### src/common/ftc_pkg.sv
// ftc_pkg: register map, control field layout and timing constants for the fan speed monitor.
// Assumes a single hclk domain at 125 MHz; the 100 kHz reference is derived internally.
`default_nettype none
package ftc_pkg;
  // clocking
  localparam int unsigned HCLK_HZ = 125000000;
  localparam int unsigned REF_HZ = 100000;
  localparam int unsigned REF_DIV = HCLK_HZ / REF_HZ;
  // register byte offsets
  localparam logic [7:0] OFF_CTRL = 8'h00;
  localparam logic [7:0] OFF_STAT = 8'h04;
  localparam logic [7:0] OFF_HILIM = 8'h08;
  localparam logic [7:0] OFF_LOLIM = 8'h0C;
  localparam logic [7:0] OFF_IRQ_CLR = 8'h10;
  // control word bit positions
  localparam int unsigned B_TOG_IE = 15;
  localparam int unsigned B_RDY_IE = 14;
  localparam int unsigned B_EDGE_HI = 12;
  localparam int unsigned B_EDGE_LO = 11;
  localparam int unsigned B_MODE = 10;
  localparam int unsigned B_FILT = 8;
  localparam int unsigned B_EN = 1;
  localparam int unsigned B_LIM_IE = 0;
  // writable control bits; reserved 13, 9, 7..2 stay zero
  localparam logic [15:0] CTRL_WMASK = 16'hDD03;
  localparam logic [15:0] CTRL_RESET = 16'h0000;
  // status bit positions
  localparam int unsigned S_RDY = 3;
  localparam int unsigned S_TOG = 2;
  localparam int unsigned S_PIN = 1;
  localparam int unsigned S_LIM = 0;
  // edges per measurement for codes 00,01,10,11
  localparam logic [3:0] EDGES_0 = 4'h2;
  localparam logic [3:0] EDGES_1 = 4'h3;
  localparam logic [3:0] EDGES_2 = 4'h5;
  localparam logic [3:0] EDGES_3 = 4'h9;
  // filter: pulses shorter than this many reference periods are dropped
  localparam logic [1:0] FILT_REF_PERIODS = 2'h2;
  localparam logic [15:0] HILIM_RESET = 16'hFFFF;
  localparam logic [15:0] LOLIM_RESET = 16'h0000;
  localparam logic [15:0] CNT_MAX = 16'hFFFF;
endpackage
`default_nettype wire

### src/hw/ftc_ref_tick.sv
// ftc_ref_tick: one-cycle tick at the reference rate derived from hclk.
// Assumes hclk is the only clock; running stops while run is low (gated block).
`default_nettype none
module ftc_ref_tick #(
  parameter int unsigned DIV = ftc_pkg::REF_DIV
) (
  input wire logic hclk,
  input wire logic hresetn,
  input wire logic run,
  output logic tick
);
  typedef struct packed {
    logic [10:0] cnt;
    logic tick;
  } ftc_tick_t;
  ftc_tick_t r, next_r;

  // divider holds its phase while gated, so resume continues where it stopped
  always_comb
  begin
    next_r = r;
    next_r.tick = 1'b0;
    if (run)
    begin
      if (r.cnt == 11'(DIV - 1))
      begin
        next_r.cnt = '0;
        next_r.tick = 1'b1;
      end
      else
        next_r.cnt = r.cnt + 11'h001;
    end
  end

  always_ff @(posedge hclk or negedge hresetn)
  begin
    if (!hresetn)
      r <= '0;
    else
      r <= next_r;
  end

  assign tick = r.tick;
endmodule
`default_nettype wire

### src/hw/ftc_in_sync.sv
// ftc_in_sync: three-stage synchroniser for the fan input pin.
// Assumes the pin is asynchronous to hclk; a change counts once stages 1 and 2 agree.
`default_nettype none
module ftc_in_sync (
  input wire logic hclk,
  input wire logic hresetn,
  input wire logic pin,
  output logic level
);
  typedef struct packed {
    logic [2:0] sh;
    logic level;
  } ftc_sync_t;
  ftc_sync_t r, next_r;

  // stage 0 feeds only stage 1; stages 1 and 2 vote
  always_comb
  begin
    next_r = r;
    next_r.sh = {r.sh[1:0], pin};
    if (r.sh[1] == r.sh[2])
      next_r.level = r.sh[2];
  end

  always_ff @(posedge hclk or negedge hresetn)
  begin
    if (!hresetn)
      r <= '0;
    else
      r <= next_r;
  end

  assign level = r.level;
endmodule
`default_nettype wire

### src/hw/ftc_fan_tach.sv
// ftc_fan_tach: fan speed monitor with AHB-Lite register slave and one interrupt.
// Assumes a single hclk domain at 125 MHz and an asynchronous fan tach input pin.
//
// Summary of operation
// - control bit 15 gates the input-toggle status onto the interrupt
// - control bit 14 gates the reading-ready status onto the interrupt
// - edge field bits 12:11 select 2, 3, 5 or 9 edges per measurement
// - reference mode counts reference pulses across the selected edge window
// - mode bit 10 set: count reference ticks, latch reading and clear at edge count
// - mode bit clear: count each rising edge of the fan input
// - filter bit 8 drops fan pulses shorter than two reference periods
// - enable bit 1 low stops the block and releases the fan pin
// - re-enable resumes counters and keeps earlier status pending
// - control bit 0 gates the out-of-limit flag onto the interrupt, default off
// - interrupt output is the OR of enabled status events
// - reference mode latches count and sets reading-ready at edge count
// - reference mode also latches on counter saturation, showing FFFF
`default_nettype none
module ftc_fan_tach (
  input wire logic hclk,
  input wire logic hresetn,
  input wire logic hsel,
  input wire logic [7:0] haddr,
  input wire logic [1:0] htrans,
  input wire logic hwrite,
  input wire logic [2:0] hsize,
  input wire logic [31:0] hwdata,
  input wire logic hready,
  output logic [31:0] hrdata,
  output logic hreadyout,
  output logic hresp,
  input wire logic fan_tach_in,
  output logic fan_tach_ie,
  output logic irq
);
  typedef struct packed {
    logic [15:0] ctrl;
    logic [15:0] speed_reading;
    logic [15:0] cnt;
    logic [15:0] hi_lim;
    logic [15:0] lo_lim;
    logic rdy_flag;
    logic tog_flag;
    logic limit_violation_flag;
    logic filt_level;
    logic [1:0] filt_cnt;
    logic prev_level;
    logic [3:0] edge_cnt;
    logic wr_pend;
    logic [7:0] wr_addr;
    logic [31:0] rdata;
    logic ie;
    logic irq;
  } ftc_state_t;
  ftc_state_t r, next_r;

  logic pin_level;
  logic ref_tick;
  logic en;
  logic filt_on;
  logic mode_ref;
  logic level_used;
  logic rise;
  logic toggle;
  logic [3:0] edges_needed;
  logic rd_take;
  logic wr_take;
  logic clr_rdy;
  logic clr_tog;
  logic clr_lim;
  logic latch_now;
  logic [15:0] latch_val;

  // edge count decode for the two-bit field
  function automatic logic [3:0] edges_for(input logic [1:0] code);
    logic [3:0] n;
    n = ftc_pkg::EDGES_0;
    unique case (code)
      2'h0: n = ftc_pkg::EDGES_0;
      2'h1: n = ftc_pkg::EDGES_1;
      2'h2: n = ftc_pkg::EDGES_2;
      2'h3: n = ftc_pkg::EDGES_3;
    endcase
    return n;
  endfunction

  // register readback for one word offset
  function automatic logic [31:0] read_word(input ftc_state_t s, input logic [7:0] a,
                                            input logic pin);
    logic [31:0] d;
    d = 32'h0000_0000;
    unique case (a)
      ftc_pkg::OFF_CTRL: d = {s.speed_reading, s.ctrl};
      ftc_pkg::OFF_STAT:
      begin
        d[ftc_pkg::S_RDY] = s.rdy_flag;
        d[ftc_pkg::S_TOG] = s.tog_flag;
        d[ftc_pkg::S_PIN] = pin;
        d[ftc_pkg::S_LIM] = s.limit_violation_flag;
      end
      ftc_pkg::OFF_HILIM: d = {16'h0000, s.hi_lim};
      ftc_pkg::OFF_LOLIM: d = {16'h0000, s.lo_lim};
      default: d = 32'h0000_0000;
    endcase
    return d;
  endfunction

  ftc_in_sync u_sync (
    .hclk(hclk),
    .hresetn(hresetn),
    .pin(fan_tach_in),
    .level(pin_level)
  );

  // divider runs only while enabled: models the gated block clock
  ftc_ref_tick #(
    .DIV(ftc_pkg::REF_DIV)
  ) u_tick (
    .hclk(hclk),
    .hresetn(hresetn),
    .run(en),
    .tick(ref_tick)
  );

  // control decode
  always_comb
  begin
    en = r.ctrl[ftc_pkg::B_EN];
    filt_on = r.ctrl[ftc_pkg::B_FILT];
    mode_ref = r.ctrl[ftc_pkg::B_MODE];
    edges_needed = edges_for(r.ctrl[ftc_pkg::B_EDGE_HI:ftc_pkg::B_EDGE_LO]);
  end

  // bus request capture; every access is zero wait, so hsel, hready and htrans[1] are the only qualifiers
  always_comb
  begin
    rd_take = hsel && hready && htrans[1] && !hwrite;
    wr_take = hsel && hready && htrans[1] && hwrite;
    clr_rdy = r.wr_pend && r.wr_addr == ftc_pkg::OFF_STAT && hwdata[ftc_pkg::S_RDY];
    clr_tog = r.wr_pend && r.wr_addr == ftc_pkg::OFF_STAT && hwdata[ftc_pkg::S_TOG];
    clr_lim = r.wr_pend && r.wr_addr == ftc_pkg::OFF_STAT && hwdata[ftc_pkg::S_LIM];
  end

  // input path: filtered or raw, edges only seen while enabled
  always_comb
  begin
    level_used = filt_on ? r.filt_level : pin_level;
    rise = en && level_used && !r.prev_level;
    toggle = en && (level_used != r.prev_level);
  end

  // measurement end: edge window complete or counter saturated
  always_comb
  begin
    latch_now = 1'b0;
    latch_val = r.cnt;
    if (en && mode_ref)
    begin
      // both transitions count as edges: n edges bound n-1 half periods
      if (toggle && (r.edge_cnt + 4'h1 >= edges_needed - 4'h1))
        latch_now = 1'b1;
      else if (ref_tick && r.cnt == ftc_pkg::CNT_MAX - 16'h0001)
      begin
        latch_now = 1'b1;
        latch_val = ftc_pkg::CNT_MAX;
      end
    end
  end

  // next state for the whole block
  always_comb
  begin
    next_r = r;
    // glitch filter: new level accepted after two reference periods stable
    if (en)
    begin
      if (pin_level == r.filt_level)
        next_r.filt_cnt = '0;
      else if (ref_tick)
      begin
        if (r.filt_cnt == ftc_pkg::FILT_REF_PERIODS - 2'h1)
        begin
          next_r.filt_level = pin_level;
          next_r.filt_cnt = '0;
        end
        else
          next_r.filt_cnt = r.filt_cnt + 2'h1;
      end
      next_r.prev_level = level_used;
    end
    // counting; when disabled everything holds its value
    if (en && !mode_ref)
    begin
      if (rise)
      begin
        next_r.cnt = r.cnt + 16'h0001;
        next_r.speed_reading = r.cnt + 16'h0001;
      end
    end
    else if (en && mode_ref)
    begin
      if (latch_now)
      begin
        next_r.speed_reading = latch_val;
        next_r.cnt = '0;
        next_r.edge_cnt = '0;
      end
      else
      begin
        // every input transition is an edge; the latching edge opens the next window
        if (ref_tick)
          next_r.cnt = r.cnt + 16'h0001;
        if (toggle)
          next_r.edge_cnt = r.edge_cnt + 4'h1;
      end
    end
    // status flags: hardware set wins over software clear; held while disabled
    next_r.rdy_flag = (en && mode_ref && latch_now) || (r.rdy_flag && !clr_rdy);
    next_r.tog_flag = toggle || (r.tog_flag && !clr_tog);
    next_r.limit_violation_flag = (en && (r.speed_reading > r.hi_lim ||
                                          r.speed_reading < r.lo_lim))
                                  || (r.limit_violation_flag && !clr_lim);
    // bus data phase
    next_r.wr_pend = wr_take;
    next_r.wr_addr = haddr;
    if (rd_take)
      next_r.rdata = read_word(r, haddr, pin_level);
    if (r.wr_pend)
    begin
      unique case (r.wr_addr)
        ftc_pkg::OFF_CTRL: next_r.ctrl = hwdata[15:0] & ftc_pkg::CTRL_WMASK;
        ftc_pkg::OFF_HILIM: next_r.hi_lim = hwdata[15:0];
        ftc_pkg::OFF_LOLIM: next_r.lo_lim = hwdata[15:0];
        default: next_r.ctrl = r.ctrl;
      endcase
    end
    // pin input buffer released while the block is gated
    next_r.ie = next_r.ctrl[ftc_pkg::B_EN];
    // interrupt: OR of enabled sticky events
    next_r.irq = (next_r.tog_flag && next_r.ctrl[ftc_pkg::B_TOG_IE])
                 || (next_r.rdy_flag && next_r.ctrl[ftc_pkg::B_RDY_IE])
                 || (next_r.limit_violation_flag && next_r.ctrl[ftc_pkg::B_LIM_IE]);
  end

  // single state register; reset clears every control bit
  always_ff @(posedge hclk or negedge hresetn)
  begin
    if (!hresetn)
    begin
      r <= '0;
      r.ctrl <= ftc_pkg::CTRL_RESET;
      r.hi_lim <= ftc_pkg::HILIM_RESET;
      r.lo_lim <= ftc_pkg::LOLIM_RESET;
    end
    else
      r <= next_r;
  end

  // slave is ready with an OKAY response in every cycle after reset
  always_ff @(posedge hclk or negedge hresetn)
  begin
    if (!hresetn)
    begin
      hreadyout <= 1'b0;
      hresp <= 1'b0;
    end
    else
    begin
      hreadyout <= 1'b1;
      hresp <= 1'b0;
    end
  end

  assign hrdata = r.rdata;
  assign fan_tach_ie = r.ie;
  assign irq = r.irq;
endmodule
`default_nettype wire

### config.mk
export PLATFORM = sky130hd
export DESIGN_NAME = ftc_fan_tach
export DESIGN_NICKNAME = d
export VERILOG_FILES = /design/src/common/ftc_pkg.sv /design/src/hw/ftc_ref_tick.sv /design/src/hw/ftc_in_sync.sv /design/src/hw/ftc_fan_tach.sv
export SDC_FILE = /design/constraint.sdc
export NUM_CORES = 1
export LEC_CHECK = 0
export BUFFER_PORTS_ARGS = -buffer_cell sky130_fd_sc_hd__buf_4
export CAP_MARGIN = 20
export CORE_MARGIN = 3
export CORE_UTILIZATION = 55
export CTS_CLUSTER_DIAMETER = 30
export CTS_CLUSTER_SIZE = 16
export DETAILED_ROUTE_END_ITERATION = 6
export HOLD_SLACK_MARGIN = 0.03
export PLACE_DENSITY = 0.76
export SLEW_MARGIN = 20
export SYNTH_ARGS = -nofsm -noshare
export SYNTH_HDL_FRONTEND = slang
export SYNTH_SLANG_ARGS = --single-unit
### constraint.sdc
create_clock -name hclk -period 2.64 [get_ports hclk]
set_input_delay 0.792 -clock hclk [delete_from_list [all_inputs] [get_ports hclk]]
set_output_delay 0.792 -clock hclk [all_outputs]
set_load 0.03 [all_outputs]
---- Yosys cells after proc, flatten, opt, wreduce, memory -nomap -nowiden ----
Index checks and enable logic that the tools add are counted.
cells by class
  magnitude comparators ................... 3
  add/sub/neg operators ................... 5
  reductions and logical operators ........ 51
  bitwise logic cells ..................... 2
  equal/unequal tests ..................... 16
  multiplexer cells ....................... 25
operator list
  operator                                              count
  two-way mux 16 bit                                    7
  two-way mux 32 bit                                    3
  one-hot mux 28 bit (3 select lines)                   1
  equality test 8 x 4 -> 1 bit (second input constant)  4
  one-hot mux 4 bit (4 select lines)                    2
  logical AND 1 bit                                     23
  adder 16 x 1 -> 16 bit (second input constant)        1
  equality test 16 bit (second input constant)          1
  equality test 8 x 3 -> 1 bit (second input constant)  2
  > comparator 16 bit                                   1
  logical NOT 8 bit                                     2
  < comparator 16 bit                                   1
  adder 11 x 1 -> 11 bit (second input constant)        1
  equality test 11 bit (second input constant)          1
  two-way mux 11 bit                                    1
  AND reduction 3 bit                                   3
  two-way mux 4 bit                                     2
  AND reduction 2 bit                                   4
  nonzero test 2 bit                                    4
  logical NOT 1 bit                                     6
  logical OR 1 bit                                      6
  two-way mux 1 bit                                     6
  two-way mux 2 bit                                     3
  adder 4 x 1 -> 4 bit (second input constant)          1
  other kinds (12)                                      16
word-level totals
  word-level logic and storage cells ...... 125
  register bits after elaboration ......... 143
  output and inout port bits .............. 36

---- Longest topological paths before layout ----
  depth in word-level cells ............... 12
  depth in mapped cells ................... 10

---- Hierarchy ----
From an unflattened synthesis, not the netlist that was laid out.
unflattened totals
  cell total of the unflattened synthesis .. 698
  area, all modules ....................... 7400.8 µm²
by module, submodules not included
  module        area an instance (µm²)  sequential area each (µm²)  cells an instance  instances
  ftc_fan_tach  6690.2                  3173.0                      636                1
  ftc_ref_tick  599.3                   300.3                       57                 1
  ftc_in_sync   111.4                   100.1                       5                  1

---- Least setup slack after synthesis ----
Ideal clock, no wire load.
  path kind ............................... input -> register
  start point ............................. in haddr[5]
  end point ............................... reg r, in the netlist hrdata[21]
  arrival ................................. 2.439 ns
  stages on the path ...................... 6
  slack ................................... 0.135 ns
  buffers on the path ..................... 2
  required time ........................... 2.575 ns
  setup time .............................. 0.065 ns
  path through ............................ or4_1 -> or4_1 -> clkbuf_1 -> nor3_4 -> buf_2 -> a22o_1
on the way
  word-level cells in the longest chain between the ends .. 2
  elaborated cells between the ends (all ways) .. 4
  those cells by class .................... eq/ne (2); mux (1); reduce/logical (1)
RTL lines
  what                                                               line                 text
  start, declared                                                    ftc_fan_tach.sv:23   input wire logic [7:0] haddr,
  equality test 8 x 4 -> 1 bit or logical NOT 8 bit (tied branches)  ftc_fan_tach.sv:92   unique case (a)
  one-hot mux 28 bit (3 select lines) (*)                            ftc_fan_tach.sv:92
  end signal, assigned                                               ftc_fan_tach.sv:256  r <= next_r;
  end, declared                                                      ftc_fan_tach.sv:55   ftc_state_t r, next_r;
Mark *: on every way between the ends. The rest lies on a longest branch, timed or not.
A chain may end at the register's enable or synchronous reset.

==> results.json <==
{
  "syn-instance-count": 723,
  "final_util": 0.659,
  "p_sw_frac": 0.293,
  "layout-drive-gt1-share": 0.243,
  "syn_area_sq_um": 7470,
  "worst_setup_path_end_kind": "flop",
  "cts-root-buf": "clkbuf_16",
  "slew_headroom": 0.620,
  "dieArea_sq_um": 15000,
  "path_class": "flop to flop",
  "placed_area_sq_um": 7940,
  "clkLatencyLatePin_ns": 0.42,
  "synth_cell_types": 65,
  "fp.dieH_um": 123,
  "yosysMostFrequentCell": "dfrtp_1",
  "synth-seq-area-share": 0.478,
  "p_per_area_nw_per_um2": 697,
  "synth-async-reset-ratio": 1.00,
  "synth_top_area_cell": "dfrtp_1",
  "avgSynthCellArea_sq_um": 10.3,
  "antenna_found_initial": 0,
  "maxCapViolCount": 0,
  "fin_area_sq_um": 8520,
  "synth_top_area_share": 0.422,
  "diodes": 0,
  "synth.net_count": 814,
  "fin_crit_sh": 0.954,
  "leakage_nw": 4.11,
  "setup_viol": 0,
  "first_global_vias": 5482,
  "finalHoldViolations": 0,
  "cts_buffer_depth": 2,
  "hp-class": "input pin to asynchronous set/reset pin",
  "crit_arrival_ns": 2.82,
  "synth_area_leaders": "dfrtp_1, ha_1, mux2_2",
  "die_w_um": 123,
  "ctsHoldBuffers": 0,
  "tns_ns": 0,
  "internal_power_w": 0.00420,
  "dp_cells": 907,
  "layout_min_cycle_time_ns": 2.52,
  "cts_tree": "yes",
  "start_util": 0.578,
  "p_comb_frac": 0.174,
  "fmax_ghz": 0.397,
  "power.total_w": 0.00594,
  "synth-seq-cells": 142,
  "grt_first_pass_wirelength_mm": 27.5,
  "drtIter0Drc": 585,
  "cts_num_sinks": 142,
  "required_ns": 2.94,
  "routed_wl_mm": 16.7,
  "start_kind": "flop",
  "power_switching_w": 0.00174,
  "syn_to_final_growth_pct": 14.1,
  "synthTopCellsByCount": "dfrtp_1, nand2_1, mux2_2, ha_1, o21ai_0",
  "gp_congestion": 0.899,
  "dp_hpwl_mm": 11.8,
  "layout.nets": 845,
  "track_usage": 0.236,
  "cts.reportedPaths.clkPinSlew_ns": 0.06,
  "rsz0062_at_grt": "yes",
  "status": "finished, final reports clean",
  "synth_warnings": 0,
  "cp_max_fo": 3,
  "drt_pre_antenna_iters": 5,
  "vias": 5505,
  "routedWlPerCell_um": 17.8,
  "fp.coreArea_sq_um": 12900,
  "drv_slew": 0,
  "portBuffers": 65,
  "grt_max_degree": 55,
  "synth_edf_count": 0,
  "p_seq_frac": 0.451,
  "antenna_left": 0,
  "synth_ff_type": "dfrtp_1",
  "power_frac_clock": 0.376,
  "cts_made_buffers": 17,
  "tightest_slew_ns": 0.568,
  "overflow": 0,
  "htree_levels": 4,
  "ios": 87,
  "ir_drop_uv": 486,
  "finalNonFillerCells": 939,
  "viasPerCell": 5.86,
  "skew_ns": 0.00706,
  "fp-row-count": 41,
  "remaining_drc_errors": 0
}
## what timing repair did
action                     in CTS  in global routing
buffers inserted                0                  0
resized for setup               0                  4
setup endpoints to repair       0                 11
## cells in the final DEF (no fill, tap or decap), types with 22 or more instances in the layout
master	synthesis	routed
a21oi_1	36	36
a31oi_1	22	22
buf_4	33	73
dfrtp_1	126	126
ha_1	40	40
inv_1	38	38
mux2_2	43	43
nand2_1	88	88
o21ai_0	40	40
## per-stage QoR
| step | setup WS (ns) | hold WS (ns) |
|---|---|---|
| final | 0.120 | 0.297 |
| after global routing | -0.00446 | 0.305 |
| after CTS | 0.0718 | 0.302 |
| after detailed placement | 0.0552 | 0.347 |
| after global placement | 0.0814 | 0.335 |
| after floorplan | 0.135 | 0.331 |
## path summary, 6_finish.rpt
path,start,to,slack [ns],cells past startpoint
min reg2reg,u_sync.next_r[2]$_DFF_PN0_,u_sync.next_r[3]$_DFF_PN0_,0.36,0
min,hresetn,r[34]$_DFF_PN0_,0.30,1
min in group hclk,u_sync.next_r[2]$_DFF_PN0_,u_sync.next_r[3]$_DFF_PN0_,0.36,0
max,r[85]$_DFFE_PN1P_,irq$_DFF_PN0_,0.12,8
max reg2reg,r[85]$_DFFE_PN1P_,irq$_DFF_PN0_,0.12,8
max in group asynchronous,hresetn,r[79]$_DFFE_PN1P_,1.68,2
## registers in the layout (all words and copies together), names as in the netlist
name / count
u_sync.r: 1
u_sync.level: 1
mode_ref: 1
u_tick.r: 11
irq: 1
hrdata: 32
en: 1
u_sync.next_r: 2
u_tick.tick: 1
filt_on: 1
r: 89
hreadyout: 1
## metal layers
| metal | part of all wire | GRT usage | wire [um] | vias up |
|---|---|---|---|---|
| li1 | - | - | - | 2610 |
| met1 | 0.43 | 0.306 | 7250 | 2730 |
| met2 | 0.50 | 0.394 | 8370 | 135 |
| met3 | 0.044 | 0.0470 | 736 | 30 |
| met4 | 0.019 | 0.0896 | 320 | 0 |
| met5 | 0 | 0 | 0 | - |
## layout make-up
cell class	instances	area (sq um)
Clock buffer	21	460
Clock inverter	11	93.8
Fill cell	977	4410
Inverter	38	143
Multi-Input combinational cell	476	3380
Sequential cell	142	3570
Tap cell	172	215
Timing Repair Buffer	79	651
## kinds of logic after synthesis
group,synth area share
buf+inv,0.0709
flops,0.478
mux,0.0916
other cells,0.00101
fa+ha+maj,0.0684
simple gates,0.139
xor+xnor,0.0129
compound gates,0.138
## power groups by stage
stage / sequential (W) / clock [W] / combinational, W
2_1_floorplan: 0.00260 / 0 / 0.000746
3_3_place_gp: 0.00268 / 0 / 0.000941
3_5_place_dp: 0.00271 / 0 / 0.000996
4_1_cts: 0.00267 / 0.00226 / 0.00102
5_1_grt: 0.00271 / 0.00237 / 0.00117
6_report: 0.00268 / 0.00223 / 0.00103
## critical path, cell delays in order (launching register included)
cell and delay [ns]:
dfstp_2 0.54, inv_1 0.07, ha_1 0.30, nand4_1 0.16, or4_1 0.49, nor3_1 0.21, o22ai_1 0.15, o21ba_1 0.20
a221o_1 0.27
No activity file was read; power rests on OpenSTA's default activity.
